**config.mk**
```make
export PLATFORM = sky130hd
export DESIGN_NAME = span_fill_pattern_write
export DESIGN_NICKNAME = d
export VERILOG_FILES = /design/src/pkg/fbw_pkg.sv /design/src/hdl/span_fill_pattern_write.sv /design/src/hdl/tile_mem.sv
export SDC_FILE = /design/constraint.sdc
export NUM_CORES = 2
export LEC_CHECK = 0
export BUFFER_PORTS_ARGS = -buffer_cell sky130_fd_sc_hd__buf_2
export CAP_MARGIN = 40
export CORE_MARGIN = 2
export CORE_UTILIZATION = 55
export DETAILED_ROUTE_END_ITERATION = 16
export PLACE_DENSITY = 0.74
export SYNTH_ARGS = -nofsm -noshare
export SYNTH_HDL_FRONTEND = slang
export SYNTH_SLANG_ARGS = --single-unit
```
**constraint.sdc**
```tcl
create_clock -name mclk -period 8.1 [get_ports mclk]
set_input_delay 0.81 -clock mclk [delete_from_list [all_inputs] [get_ports mclk]]
set_output_delay 0.81 -clock mclk [all_outputs]
set_load 0.02 [all_outputs]
```
**src/pkg/fbw_pkg.sv**
```systemverilog
// package: register map, fields and types of the span write stage
// Function
// - framebuffer writes only while the store allow flag is set
// - span select zero: block fill the 32 pixel span with fill colour
// - block fill always covers 32 pixels whatever depth or memory
// - single fill colour write fills both 32-bit halves
// - fill colour also loadable as separate low and high 32 bit halves
// - upload with writes off packs four 8-bit or two 16-bit pixels per word
// - pattern memory: 32 words of 32 bits, span packed format
// - row part is (low five y bits << y shift) & y mask
// - column part is word offset within span masked by x mask
// - pattern word address is row part plus column part
// - shift and mask fields apply only while pattern enable is set
// - pattern mode value one makes every span read word zero
// - pattern data aligned to span start with no reference point
// - stall command holds framebuffer writes until vblank; rest proceeds
// - swap action: vblank then video reg, immediate, or vblank then row base
// - window base 24-bit unsigned, pixel and source offsets 24-bit signed
// - pixel offset on every address, source offset also on source reads
package fbw_pkg;
  // register byte addresses
  localparam logic [7:0] ADR_STORE_CFG = 8'h00;
  localparam logic [7:0] ADR_FILL_SINGLE = 8'h04;
  localparam logic [7:0] ADR_FILL_LOW = 8'h08;
  localparam logic [7:0] ADR_FILL_HIGH = 8'h0C;
  localparam logic [7:0] ADR_TILE_CFG = 8'h10;
  localparam logic [7:0] ADR_WIN_BASE = 8'h14;
  localparam logic [7:0] ADR_PIX_OFS = 8'h18;
  localparam logic [7:0] ADR_SRC_OFS = 8'h1C;
  localparam logic [7:0] ADR_STALL_CMD = 8'h20;
  localparam logic [7:0] ADR_STATUS = 8'h24;
  localparam logic [7:0] ADR_VIDEO_REG = 8'h28;
  localparam logic [7:0] ADR_ROW_BASE = 8'h2C;
  localparam logic [7:0] ADR_TILE_BASE = 8'h80;
  // store config fields
  localparam int STORE_ALLOW_BIT = 0;
  localparam int UPLOAD_BIT = 1;
  localparam int DEPTH_LSB = 2;
  // tile config fields
  localparam int TILE_ON_BIT = 0;
  localparam int XMASK_LSB = 1;
  localparam int YSHIFT_LSB = 6;
  localparam int YMASK_LSB = 9;
  // stall command field
  localparam int SWAP_LSB = 0;
  // reset value, span pixel count and address width
  localparam logic [31:0] RST_ZERO = 32'h0000_0000;
  localparam int SPAN_PIXELS = 32;
  localparam int ADDR_W = 24;
  // pixel depth codes
  typedef enum logic [1:0] {
    DEPTH_8 = 2'b00,
    DEPTH_16 = 2'b01,
    DEPTH_32 = 2'b10
  } depth_t;
  // swap actions
  typedef enum logic [1:0] {
    SWAP_VB_VIDEO = 2'b00,
    SWAP_NOW_VIDEO = 2'b01,
    SWAP_VB_ROW = 2'b10
  } swap_t;
  // one span request from the rasteriser
  typedef struct packed {
    logic variable_color_span_select;
    logic wait_host_data_flag;
    logic is_copy;
    logic [4:0] y;
    logic [23:0] base_x;
    logic [31:0] mask;
  } span_req_t;
  // one framebuffer write
  typedef struct packed {
    logic block;
    logic [23:0] addr;
    logic [23:0] src_addr;
    logic [31:0] mask;
    logic [63:0] data;
  } fb_write_t;
endpackage : fbw_pkg

```
**src/hdl/span_fill_pattern_write.sv**
```systemverilog
// framebuffer write stage: block fills, pattern spans, upload packing, vblank stall
//
// Design decisions made here: register access over Wishbone and the placing of the registers.
`timescale 1ns/1ns
`default_nettype none
module span_fill_pattern_write (
  // clock and reset
  input wire logic mclk,
  input wire logic resetn,
  // wishbone slave
  input wire logic wb_cyc_i,
  input wire logic wb_stb_i,
  input wire logic wb_we_i,
  input wire logic [7:0] wb_adr_i,
  input wire logic [3:0] wb_sel_i,
  input wire logic [31:0] wb_dat_i,
  output logic [31:0] wb_dat_o,
  output logic wb_ack_o,
  output logic wb_err_o,
  // span input from rasteriser
  input wire logic span_valid,
  input wire fbw_pkg::span_req_t span_req,
  input wire logic [31:0] span_color,
  output logic span_ready,
  // frame blank pin
  input wire logic vblank_pin,
  // framebuffer write output
  output logic fb_valid_ff,
  output fbw_pkg::fb_write_t fb_write_ff,
  input wire logic fb_ready,
  // host output fifo (upload)
  output logic up_valid_ff,
  output logic [31:0] up_data_ff,
  // swap outputs
  output logic [31:0] video_reg_ff,
  output logic [31:0] row_base_ff
);
  // register state
  logic store_allow_flag_ff;
  logic host_upload_pack_flag_ff;
  fbw_pkg::depth_t depth_ff;
  logic [63:0] fill_color_ff;
  logic tile_mem_on_ff;
  logic [4:0] xmask_ff;
  logic [2:0] yshift_ff;
  logic [4:0] ymask_ff;
  logic [23:0] window_base_address_ff;
  logic [23:0] pixel_address_offset_ff;
  logic [23:0] copy_source_offset_ff;
  logic stall_pending_ff;
  fbw_pkg::swap_t swap_action_select_ff;
  logic [31:0] video_stage_ff;
  logic [31:0] row_stage_ff;
  logic vb_s1_ff;
  logic vb_s2_ff;
  logic vb_prev_ff;
  logic vb_rise;
  // span pipeline
  logic busy_ff;
  fbw_pkg::span_req_t req_ff;
  logic [31:0] hold_color_ff;
  logic [4:0] word_ff;
  logic [4:0] last_word;
  logic mem_we;
  logic [4:0] mem_waddr;
  logic [4:0] tile_addr;
  logic [31:0] tile_rdata;
  logic rd_wait_ff;
  logic [1:0] pack_cnt_ff;
  logic [31:0] pack_ff;
  logic wr_en;
  logic bus_req;
  logic bus_wr;
  logic [31:0] nxt_rdata;
  logic nxt_err;

  // row plus column pattern address, cut to five bits
  function automatic logic [4:0] tile_word(input logic on, input logic [4:0] y, input logic [2:0] sh,
                                           input logic [4:0] ym, input logic [4:0] xm, input logic [4:0] w);
    logic [4:0] yo;
    logic [4:0] xo;
    yo = 5'((y << sh)) & ym;
    xo = w & xm;
    if (on) begin
      tile_word = 5'(yo + xo);
    end else begin
      tile_word = w;
    end
  endfunction : tile_word

  // words per span minus one, by depth
  function automatic logic [4:0] span_words(input fbw_pkg::depth_t d);
    unique case (d)
      fbw_pkg::DEPTH_8: span_words = 5'h07;
      fbw_pkg::DEPTH_16: span_words = 5'h0F;
      default: span_words = 5'h1F;
    endcase
  endfunction : span_words

  assign bus_req = wb_cyc_i && wb_stb_i && !wb_ack_o && !wb_err_o;
  assign bus_wr = bus_req && wb_we_i;
  assign last_word = span_words(depth_ff);
  assign tile_addr = tile_word(tile_mem_on_ff, req_ff.y, yshift_ff, ymask_ff, xmask_ff, word_ff);
  assign mem_we = bus_wr && (wb_adr_i[7] == 1'b1);
  assign mem_waddr = wb_adr_i[6:2];
  // a pending stall holds writes until the next blank
  assign wr_en = store_allow_flag_ff && !stall_pending_ff;

  tile_mem #(.WORDS(32), .AW(5)) u_tile_mem (
    .mclk(mclk),
    .we(mem_we),
    .waddr(mem_waddr),
    .wdata(wb_dat_i),
    .raddr(tile_addr),
    .rdata_ff(tile_rdata)
  );

  // frame blank pin synchroniser and edge
  always_ff @(posedge mclk) begin
    vb_s1_ff <= vblank_pin;
    vb_s2_ff <= vb_s1_ff;
    vb_prev_ff <= resetn ? vb_s2_ff : 1'b0;
  end
  assign vb_rise = vb_s2_ff && !vb_prev_ff;

  // wishbone ack, one cycle after request
  always_ff @(posedge mclk) begin
    if (!resetn) begin
      wb_ack_o <= 1'b0;
      wb_err_o <= 1'b0;
      wb_dat_o <= fbw_pkg::RST_ZERO;
    end else begin
      wb_ack_o <= bus_req && !nxt_err;
      wb_err_o <= bus_req && nxt_err;
      wb_dat_o <= bus_req ? nxt_rdata : fbw_pkg::RST_ZERO;
    end
  end

  // read mux and unmapped decode
  always_comb begin
    nxt_rdata = fbw_pkg::RST_ZERO;
    nxt_err = 1'b0;
    if (wb_adr_i[7]) begin
      nxt_rdata = fbw_pkg::RST_ZERO; // pattern memory is write only
    end else begin
      unique case (wb_adr_i)
        fbw_pkg::ADR_STORE_CFG: nxt_rdata = {28'h0000000, depth_ff, host_upload_pack_flag_ff, store_allow_flag_ff};
        fbw_pkg::ADR_FILL_SINGLE: nxt_rdata = fill_color_ff[31:0];
        fbw_pkg::ADR_FILL_LOW: nxt_rdata = fill_color_ff[31:0];
        fbw_pkg::ADR_FILL_HIGH: nxt_rdata = fill_color_ff[63:32];
        fbw_pkg::ADR_TILE_CFG: nxt_rdata = {18'h00000, ymask_ff, yshift_ff, xmask_ff, tile_mem_on_ff};
        fbw_pkg::ADR_WIN_BASE: nxt_rdata = {8'h00, window_base_address_ff};
        fbw_pkg::ADR_PIX_OFS: nxt_rdata = {{8{pixel_address_offset_ff[23]}}, pixel_address_offset_ff};
        fbw_pkg::ADR_SRC_OFS: nxt_rdata = {{8{copy_source_offset_ff[23]}}, copy_source_offset_ff};
        fbw_pkg::ADR_STALL_CMD: nxt_rdata = {30'h00000000, swap_action_select_ff};
        fbw_pkg::ADR_STATUS: nxt_rdata = {30'h00000000, busy_ff, stall_pending_ff};
        fbw_pkg::ADR_VIDEO_REG: nxt_rdata = video_reg_ff;
        fbw_pkg::ADR_ROW_BASE: nxt_rdata = row_base_ff;
        default: nxt_err = 1'b1;
      endcase
    end
  end

  // mode and colour registers; sel ignored, whole words
  always_ff @(posedge mclk) begin
    if (!resetn) begin
      store_allow_flag_ff <= 1'b0;
      host_upload_pack_flag_ff <= 1'b0;
      depth_ff <= fbw_pkg::DEPTH_32;
      fill_color_ff <= {fbw_pkg::RST_ZERO, fbw_pkg::RST_ZERO};
      tile_mem_on_ff <= 1'b0;
      xmask_ff <= 5'h00;
      yshift_ff <= 3'h0;
      ymask_ff <= 5'h00;
      window_base_address_ff <= 24'h000000;
      pixel_address_offset_ff <= 24'h000000;
      copy_source_offset_ff <= 24'h000000;
      video_stage_ff <= fbw_pkg::RST_ZERO;
      row_stage_ff <= fbw_pkg::RST_ZERO;
    end else if (bus_wr && !wb_adr_i[7]) begin
      unique case (wb_adr_i)
        fbw_pkg::ADR_STORE_CFG: begin
          store_allow_flag_ff <= wb_dat_i[fbw_pkg::STORE_ALLOW_BIT];
          host_upload_pack_flag_ff <= wb_dat_i[fbw_pkg::UPLOAD_BIT];
          depth_ff <= fbw_pkg::depth_t'(wb_dat_i[fbw_pkg::DEPTH_LSB +: 2]);
        end
        fbw_pkg::ADR_FILL_SINGLE: fill_color_ff <= {wb_dat_i, wb_dat_i};
        fbw_pkg::ADR_FILL_LOW: fill_color_ff[31:0] <= wb_dat_i;
        fbw_pkg::ADR_FILL_HIGH: fill_color_ff[63:32] <= wb_dat_i;
        fbw_pkg::ADR_TILE_CFG: begin
          tile_mem_on_ff <= wb_dat_i[fbw_pkg::TILE_ON_BIT];
          xmask_ff <= wb_dat_i[fbw_pkg::XMASK_LSB +: 5];
          yshift_ff <= wb_dat_i[fbw_pkg::YSHIFT_LSB +: 3];
          ymask_ff <= wb_dat_i[fbw_pkg::YMASK_LSB +: 5];
        end
        fbw_pkg::ADR_WIN_BASE: window_base_address_ff <= wb_dat_i[23:0];
        fbw_pkg::ADR_PIX_OFS: pixel_address_offset_ff <= wb_dat_i[23:0];
        fbw_pkg::ADR_SRC_OFS: copy_source_offset_ff <= wb_dat_i[23:0];
        fbw_pkg::ADR_VIDEO_REG: video_stage_ff <= wb_dat_i;
        fbw_pkg::ADR_ROW_BASE: row_stage_ff <= wb_dat_i;
        default: ;
      endcase
    end
  end

  // stall command and buffer swap
  always_ff @(posedge mclk) begin
    if (!resetn) begin
      stall_pending_ff <= 1'b0;
      swap_action_select_ff <= fbw_pkg::SWAP_VB_VIDEO;
      video_reg_ff <= fbw_pkg::RST_ZERO;
      row_base_ff <= fbw_pkg::RST_ZERO;
    end else if (bus_wr && wb_adr_i == fbw_pkg::ADR_STALL_CMD) begin
      swap_action_select_ff <= fbw_pkg::swap_t'(wb_dat_i[fbw_pkg::SWAP_LSB +: 2]);
      if (wb_dat_i[fbw_pkg::SWAP_LSB +: 2] == 2'b01) begin
        video_reg_ff <= video_stage_ff;
      end else begin
        stall_pending_ff <= 1'b1;
      end
    end else if (stall_pending_ff && vb_rise) begin
      stall_pending_ff <= 1'b0;
      if (swap_action_select_ff == fbw_pkg::SWAP_VB_ROW) begin
        row_base_ff <= row_stage_ff;
      end else begin
        video_reg_ff <= video_stage_ff;
      end
    end
  end

  // span accept and word walk; never locks up
  always_ff @(posedge mclk) begin
    if (!resetn) begin
      busy_ff <= 1'b0;
      req_ff <= '0;
      hold_color_ff <= fbw_pkg::RST_ZERO;
      word_ff <= 5'h00;
      rd_wait_ff <= 1'b0;
    end else if (!busy_ff) begin
      rd_wait_ff <= 1'b0;
      if (span_valid) begin
        busy_ff <= 1'b1;
        req_ff <= span_req;
        hold_color_ff <= span_color;
        word_ff <= 5'h00;
      end
    end else if (!req_ff.variable_color_span_select) begin
      // a block fill is one write for all 32 pixels
      if (!wr_en || (!fb_valid_ff || fb_ready)) begin
        busy_ff <= !wr_en ? stall_pending_ff && store_allow_flag_ff : 1'b0;
      end
    end else if (!rd_wait_ff) begin
      rd_wait_ff <= 1'b1; // one cycle for the registered memory read
    end else if (!(wr_en && fb_valid_ff && !fb_ready) && !(stall_pending_ff && store_allow_flag_ff)) begin
      rd_wait_ff <= 1'b0;
      word_ff <= 5'(word_ff + 5'h01);
      busy_ff <= word_ff != last_word;
    end
  end
  assign span_ready = !busy_ff;

  // framebuffer write generation
  always_ff @(posedge mclk) begin
    if (!resetn) begin
      fb_valid_ff <= 1'b0;
      fb_write_ff <= '0;
    end else if (fb_valid_ff && !fb_ready) begin
      fb_valid_ff <= 1'b1;
    end else if (busy_ff && wr_en && !req_ff.variable_color_span_select) begin
      fb_valid_ff <= 1'b1;
      fb_write_ff.block <= 1'b1;
      fb_write_ff.mask <= req_ff.mask;
      fb_write_ff.data <= fill_color_ff;
      fb_write_ff.addr <= 24'(window_base_address_ff + req_ff.base_x + pixel_address_offset_ff);
      fb_write_ff.src_addr <= 24'(window_base_address_ff + req_ff.base_x + pixel_address_offset_ff
                                  + copy_source_offset_ff);
    end else if (busy_ff && wr_en && rd_wait_ff) begin
      fb_valid_ff <= 1'b1;
      fb_write_ff.block <= 1'b0;
      fb_write_ff.mask <= req_ff.mask;
      fb_write_ff.data <= {32'h00000000, req_ff.wait_host_data_flag ? hold_color_ff : tile_rdata};
      fb_write_ff.addr <= 24'(window_base_address_ff + req_ff.base_x + {19'h00000, word_ff}
                              + pixel_address_offset_ff);
      fb_write_ff.src_addr <= 24'(window_base_address_ff + req_ff.base_x + {19'h00000, word_ff}
                                  + pixel_address_offset_ff + copy_source_offset_ff);
    end else begin
      fb_valid_ff <= 1'b0;
    end
  end

  // upload packing: narrow pixels gathered into whole words
  always_ff @(posedge mclk) begin
    if (!resetn) begin
      up_valid_ff <= 1'b0;
      up_data_ff <= fbw_pkg::RST_ZERO;
      pack_cnt_ff <= 2'b00;
      pack_ff <= fbw_pkg::RST_ZERO;
    end else begin
      up_valid_ff <= 1'b0;
      if (busy_ff && rd_wait_ff && req_ff.variable_color_span_select && host_upload_pack_flag_ff
          && !store_allow_flag_ff) begin
        unique case (depth_ff)
          fbw_pkg::DEPTH_8: begin
            pack_ff <= {tile_rdata[7:0], pack_ff[31:8]};
            pack_cnt_ff <= 2'(pack_cnt_ff + 2'b01);
            up_valid_ff <= pack_cnt_ff == 2'b11;
            up_data_ff <= {tile_rdata[7:0], pack_ff[31:8]};
          end
          fbw_pkg::DEPTH_16: begin
            pack_ff <= {tile_rdata[15:0], pack_ff[31:16]};
            pack_cnt_ff <= {1'b0, ~pack_cnt_ff[0]};
            up_valid_ff <= pack_cnt_ff[0];
            up_data_ff <= {tile_rdata[15:0], pack_ff[31:16]};
          end
          default: begin
            up_valid_ff <= 1'b1;
            up_data_ff <= tile_rdata;
          end
        endcase
      end
    end
  end
endmodule : span_fill_pattern_write
`default_nettype wire

```
**src/hdl/tile_mem.sv**
```systemverilog
// 32 word pattern memory with registered read data
`timescale 1ns/1ns
`default_nettype none
module tile_mem #(
  parameter int WORDS = 32,
  parameter int AW = 5
) (
  // clock
  input wire logic mclk,
  // write port
  input wire logic we,
  input wire logic [AW-1:0] waddr,
  input wire logic [31:0] wdata,
  // read port
  input wire logic [AW-1:0] raddr,
  output logic [31:0] rdata_ff
);
  logic [31:0] mem [WORDS];

  // storage write, no reset so it maps to ram
  always_ff @(posedge mclk) begin
    if (we) begin
      mem[waddr] <= wdata;
    end
  end

  // registered read
  always_ff @(posedge mclk) begin
    rdata_ff <= mem[raddr];
  end
endmodule : tile_mem
`default_nettype wire

```
[Yosys cells after proc, flatten, opt, wreduce, memory -nomap -nowiden]
Memory sizes are Yosys's and may differ from the RTL's. A register that Yosys moved wholly into a read port is not among the register bits.
Cells that the tools add are included.
Storage, ports and cells
  memories kept: 1
  bits in writable memories: 1024
  logic and storage cells: 190
  input bits: 148
  register bits after elaboration: 637
Cells by class
  reductions and logical operators: 68
  $add $sub $neg: 9
  bitwise operators: 8
  multiplexer cells: 38
  equal/unequal tests: 22
  shifts and indexed selects: 1
Memory list
  u_tile_mem.mem: depth 32, width 32, rd ports 1, clocked after memory_dff 1, wr ports 1, line tile_mem.sv:18  | logic [31:0] mem [WORDS];
Operators by type and width (count)
  32-bit case mux with 11 select lines: 1
  145-bit 2-to-1 mux: 2
  32-bit 2-to-1 mux: 5
  32-bit case mux with 2 select lines: 2
  24-bit adder: 5
  8-bit by 5-bit equality test with 1-bit output, second input constant: 4
  8-bit by 6-bit equality test with 1-bit output, second input constant: 4
  5-bit 2-to-1 mux: 6
  2-bit AND reduction: 15
  24-bit by 5-bit adder with 24-bit output: 1
  1-bit logical AND: 24
  1-bit 2-to-1 mux: 19
  8-bit by 4-bit equality test with 1-bit output, second input constant: 2
  1-bit logical NOT: 14
  12-bit OR reduction: 1
  5-bit AND: 2
  5-bit case mux with 2 select lines: 1
  8-bit by 3-bit equality test with 1-bit output, second input constant: 1
  8-bit logical NOT: 1
  2-bit by 1-bit inequality test with 1-bit output, second input constant: 4
  2-bit nonzero test: 4
  1-bit NOT: 6
  3-bit AND reduction: 2
  5-bit by 1-bit adder with 5-bit output, second input constant: 1
  other kinds (14): 19

[Logic depth before layout (Yosys ltp)]
  word-level depth: 10
  mapped depth: 31

[Cells and area by module]
From an unflattened synthesis, not the netlist that was laid out.
Second synthesis, totals
  cells, all modules: 5984
  area, all modules: 69849.5 um2
By module, submodules not included
  tile_mem: area an instance 40485.1 um2, cells an instance 2260, instances 1
  span_fill_pattern_write: area an instance 29364.4 um2, cells an instance 3724, instances 1

[Least setup slack after synthesis]
OpenSTA, ideal clock, no wires.
  kind: reg-to-reg
  start: register window_base_address_ff[0]
  end: register fb_write_ff[119] (netlist name)
  arrival time: 5937 ps
  stages on the path, launching flop included: 31
  path slack: 2044 ps
  data required time: 7981 ps
  cells stage by stage: dfxtp_1 > ha_1 > inv_1 > fa_1 > nor2b_1 > o21a_1 > or2_2 > xor2_1 > inv_1 > fa_1 > inv_1 > ha_1 > o21ai_0 > nor2_1 > o41ai_1 > nor2_1 > nor2_1 > o21ai_0 > xor2_1 > mux2_2 > ha_1 > and3_1 > a221oi_2 > nor2_1 > o31a_1 > a311o_1 > a211o_1 > a21oi_2 > xor2_1 > and3_1 > o31ai_2
Between the ends
  cells in the longest elaborated chain, start to end: 6
Ends and longest elaborated chain
  from (decl): line span_fill_pattern_write.sv:47  | logic [23:0] window_base_address_ff;
  from (signal assigned): line span_fill_pattern_write.sv:196  | fbw_pkg::ADR_WIN_BASE: window_base_address_ff <= wb_dat_i[23:0];
  24-bit adder *: line span_fill_pattern_write.sv:274, span_fill_pattern_write.sv:283
  24-bit by 5-bit adder with 24-bit output: line span_fill_pattern_write.sv:283  | fb_write_ff.src_addr <= 24'(window_base_address_ff + req_ff.base_x + {19'h00000, word_ff}
  24-bit adder (2 in series): line span_fill_pattern_write.sv:284  | + pixel_address_offset_ff + copy_source_offset_ff);
  145-bit 2-to-1 mux: line span_fill_pattern_write.sv:276  | end else if (busy_ff && wr_en && rd_wait_ff) begin
  145-bit 2-to-1 mux *: line span_fill_pattern_write.sv:268  | end else if (busy_ff && wr_en && !req_ff.variable_color_span_select) begin
  to (decl): line span_fill_pattern_write.sv:29  | output fbw_pkg::fb_write_t fb_write_ff,
Mark *: on every way between the ends. The rest lies on a longest branch, timed or not. The select of a mux whose other input is x is not followed.
A chain may end at the register's enable or synchronous reset.

[Worst setup path after layout]
Same ends and word-level chain as after synthesis.

==> results list <==
- For this run, design rule violations remaining after detail routing come to 0.
* First-pass iteration count of the detailed router: 6
* Startpoint types: flop
- Final non-filler cell total: between 7000 and 8000
* Clk sinks: roughly 1700
* Clock tree from TritonCTS: done
- Setup repair after global routing missed its margin: false
- The die covers between 100000 and 150000 µm².
- Summed over all layers, the routed wires come to ~220000 µm.
- Number of buffers and inverters on the critical path: 3
- Leading post-synthesis cells by cell area: sky130_fd_sc_hd__edfxtp_1 44%, sky130_fd_sc_hd__dfxtp_1 19%, sky130_fd_sc_hd__mux4_2 8.5%
- The synthesized netlist devotes between 1 and 1.5% of its cell area to XOR and XNOR gates.
- Leading cell types in the layout, fill and taps excluded: 1277 x sky130_fd_sc_hd__nand2_1, 1024 x sky130_fd_sc_hd__edfxtp_1, 658 x sky130_fd_sc_hd__dfxtp_1, 629 x sky130_fd_sc_hd__a21oi_1, 430 x sky130_fd_sc_hd__buf_2
* Vias in the first global route: ~47000
- Number of port buffers: 420
- The worst path needs ~6800 ps of the cycle, external delays included.
- Run status: finished clean
- Primary FF master, synth: sky130_fd_sc_hd__edfxtp_1
* Max stage delay cell, worst path: sky130_fd_sc_hd__fa_1
* Combined area of all synthesized cells: around 69000 µm²
* # fillers: between 9000 and 10000
* CP peak stage delay: 480 ps
* Share of synthesized area occupied by flip-flops and latches: 63.5%
- Maximum achievable frequency: between 100 and 150 MHz
- Period utilisation layout: 83.4%
- Counting tap cells, the placed design contains a total of around 7500 instances.
* Setup violators final: 0
- The critical path in this run is classified as reg -> reg.
- The first global-routing pass estimated about 310000 µm of wire.
- Standard-cell rows: 130
- Setup clock skew after layout: approximately 31 ps
- Power per unit of standard cell area: 223 nW/µm²
- Synth Instances: around 5700
- EDFF count, synth: roughly 1000
* Static power due to leakage: 28.4 nW
- Switching portion of total power: roughly a fifth
* Ratio of cells with drive above 1 in the final layout: 18.7%
- Sequential share of power: between 50% and 60%
* Flop and latch count out of synthesis: between 1500 and 2000
- Among the stages of the critical path, the cell type that occurs most often is sky130_fd_sc_hd__nor2_1.
- Fraction of the mapped netlist area in compound gates: 8.21%
- For this design, the CTS-stage hold fixing added 0 buffers.
- Data on the critical path arrives at its endpoint at between 7000 and 8000 ps.
- Of the total power, the clock network draws 45.7%.
- Quantity of gates resized following cts: 0
- Combinational cells account for between 2 and 3% of the total power.
- For the worst-skew pair, the clock arrives at the later sink with an insertion delay of approximately 800 ps.
- During synthesis, Yosys emitted a total of 0 warnings.
- The largest total area in the synthesized netlist belongs to sky130_fd_sc_hd__edfxtp_1.
- Violation count after the first detailed-routing iteration: ~7400
- In this run the biggest area consumer among cell types represents ~44% of the synthesized area.
* Pin count of the biggest net entering global routing: 235
* Internal power component: roughly 0.014 W
- After detailed routing, the number of vias per cell comes to 6.37.
- Summed over all nets, the switching power comes to around 0.0038 W.
- Mean instance size in the synthesized netlist: 12.2 µm²
- Most common cell after layout, fill and taps aside: sky130_fd_sc_hd__nand2_1
- Hold Path Class: in -> reg
- The routed layout has between 40000 and 50000 vias.
* Kind of end point of the critical path: flop
- Number of pins exceeding their max-slew limit in the final report: 0
- For this configuration, the core starts out at a cell density of a little under three fifths.
- CTS built an H-tree with a depth of 4.
- Final total negative setup slack: 0 ps
* Share of synthesized cell area in and, or, nand and nor gates: 11.5%
* Cell at the root of the clock tree: sky130_fd_sc_hd__clkbuf_16
* Die X: 359 µm
- After Yosys synthesis, full adders, half adders and majority gates account for roughly 2.6% of the synthesized area.
* Largest voltage drop on the vdd net: between 0.0002 and 0.00025 V
- Async set-or-reset flop fraction in the synthesized netlist: 0%
- Largest fanout on the critical path: 5
- Core area: between 100000 and 150000 µm²
- Net count after synthesis: between 5000 and 6000
- Sum of overflow across all layers after global routing: 0
- After detailed routing, the average wire length per cell comes to 28.2 µm.
- Global routing used around a third of the available tracks across all layers.
* Measured slew at the worst slew-check pin: 1070 ps
- Worst EP required: between 8000 and 9000 ps
- The area growth from synthesis to layout is 14.7%.
- Clock-pin slew was measured on the worst setup and hold paths at ~70 ps.
* Antenna violations before repair: 25
- Slew margin rel.: between 20 and 30%
- The detail route stage leaves a number of antenna-violating nets equal to 0.
- After the last flow step, the layout net total stands at 6300.
- The wire-length estimate of the detail-placed layout is 136000 µm.
* Maximum capacitance violations: 0
- Number of unique standard cell types used by synthesis: 71
- The number of hold violations in the final report was 0.
* Deepest clock path buffer count: 3
- Mux share of post-synthesis cell area: a little over a tenth
* Global placer's final weighted congestion: 0.970
- Post-CTS timing repair inserted 0 buffers for setup.
- Combinational family with the most area after synthesis: simple AND/OR/NAND/NOR gates
- Measured along the y axis, the die boundary spans about 360 µm.
- TritonCTS created 164 clock buffers.
* Top-level I/O count: 426
* Top cell family by delay on the critical path: compound AO/OA/AOI/OAI gates
[flip-flops by register name (all words and copies together) (netlist names), 32 cells and up]
register,flops
u_tile_mem.mem,1024
fb_write_ff,145
fill_color_ff,64
req_ff,63
hold_color_ff,32
row_base_ff,32
row_stage_ff,32
u_tile_mem.rdata_ff,32
up_data_ff,32
video_reg_ff,32
video_stage_ff,32
wb_dat_o,32
[through the flow]
step	instance area, µm²	hold slack (ps)	utilization [%]	worst slack (ps)	total power (W)
6_report	79400	107	63.4	1340	0.0177
2_1_floorplan	69200	310	-	2040	0.00954
4_1_cts	79300	62.4	63.3	1340	0.0178
3_5_place_dp	73600	330	58.7	1350	0.00979
3_3_place_gp	73200	313	58.4	1310	0.00977
5_1_grt	79300	71.8	63.4	671	0.0181
[power by group through the flow]
stage	clock network [W]	logic (W)	registers, W
global route	0.00846	0.000517	0.00914
CTS	0.00814	0.000473	0.00914
floorplan	0	0.000228	0.00932
global placement	0	0.000448	0.00932
detailed placement	0	0.000471	0.00932
finish	0.00811	0.000486	0.00914
[synthesized netlist by cell type (6+ instances only)]
cell type and count:
sky130_fd_sc_hd__nand2_1 1278, sky130_fd_sc_hd__ha_1 98, sky130_fd_sc_hd__buf_1 54, sky130_fd_sc_hd__nand3b_1 8
sky130_fd_sc_hd__nor2_1 313, sky130_fd_sc_hd__a21o_1 23, sky130_fd_sc_hd__a31oi_1 37, sky130_fd_sc_hd__edfxtp_1 1024
sky130_fd_sc_hd__nand2b_1 14, sky130_fd_sc_hd__mux2_2 13, sky130_fd_sc_hd__xnor2_1 49, sky130_fd_sc_hd__a22oi_1 53
sky130_fd_sc_hd__nor2b_1 20, sky130_fd_sc_hd__o21bai_1 9, sky130_fd_sc_hd__o31ai_1 7, sky130_fd_sc_hd__and3_1 11
sky130_fd_sc_hd__nor4_1 8, sky130_fd_sc_hd__a21oi_1 631, sky130_fd_sc_hd__buf_2 12, sky130_fd_sc_hd__a211oi_1 41
sky130_fd_sc_hd__o211ai_1 34, sky130_fd_sc_hd__mux2i_1 137, sky130_fd_sc_hd__or3_1 10, sky130_fd_sc_hd__mux4_2 262
sky130_fd_sc_hd__o21ai_0 99, sky130_fd_sc_hd__nand3_1 216, sky130_fd_sc_hd__dfxtp_1 661, sky130_fd_sc_hd__o21a_1 10
sky130_fd_sc_hd__inv_1 64, sky130_fd_sc_hd__fa_1 27, sky130_fd_sc_hd__nor3_1 37, sky130_fd_sc_hd__and2_1 11
sky130_fd_sc_hd__or2_2 8, sky130_fd_sc_hd__clkbuf_2 10, sky130_fd_sc_hd__nand4_1 7, sky130_fd_sc_hd__clkbuf_1 298
sky130_fd_sc_hd__xor2_1 32, sky130_fd_sc_hd__a222oi_1 6
[worst reg2reg max path, delay by kind of cell (launching register included)]
| family | cells | cell delay, ps |
|---|---|---|
| XOR/XNOR | 3 | 540 |
| AND/OR/NAND/NOR | 8 | 1100 |
| AO/OA/AOI/OAI | 10 | 2510 |
| adder cells (fa/ha/maj) | 5 | 1650 |
| flip-flops | 1 | 370 |
| buffers and inverters | 3 | 190 |
| multiplexers | 1 | 280 |
[routing by layer]
metal  vias to the layer above  part of all wire, %  track usage, %
met3                       617                   13            9.87
met1                     24374                   37            45.1
met5                         -                0.031               0
met2                      3540                   44            50.0
met4                        12                  5.9            18.1
li1                      21265                    -               -
[cell families (layout without fill, tap and decap cells)]
group / count (synthesis) / after routing
other: 0 / 10
buffers and inverters: 438 / 902
adders and majority gates: 125 / 125
xor gates and xnor gates: 81 / 81
muxes: 412 / 412
AOI/OAI and AO/OA: 997 / 997
DFF: 1685 / 1685
and+or+nand+nor: 1955 / 1955
[area by class of cell]
type	count	area [µm²]	share of cell area (%)
multi-input cells	3570	24000	30.2
repair buffers	542	3320	4.19
well taps	1650	2060	2.60
diodes	10	25.0	0.0315
inverters	64	248	0.312
clock buffers	216	4640	5.84
flip-flops and latches	1685	44000	55.4
clock inverters	80	1110	1.40
[worst paths after layout]
kind                                           startpoint                to  slack (ps)  cells past startpoint
worst max register to register  window_base_address_ff[0]  fb_write_ff[119]        1340                     30
worst max-delay path            window_base_address_ff[0]  fb_write_ff[119]        1340                     30
worst min-delay path                           vblank_pin          vb_s1_ff         110                      1
worst min register to register                   vb_s1_ff          vb_s2_ff         340                      0
Note: power is estimated with default switching activity, not from simulation.
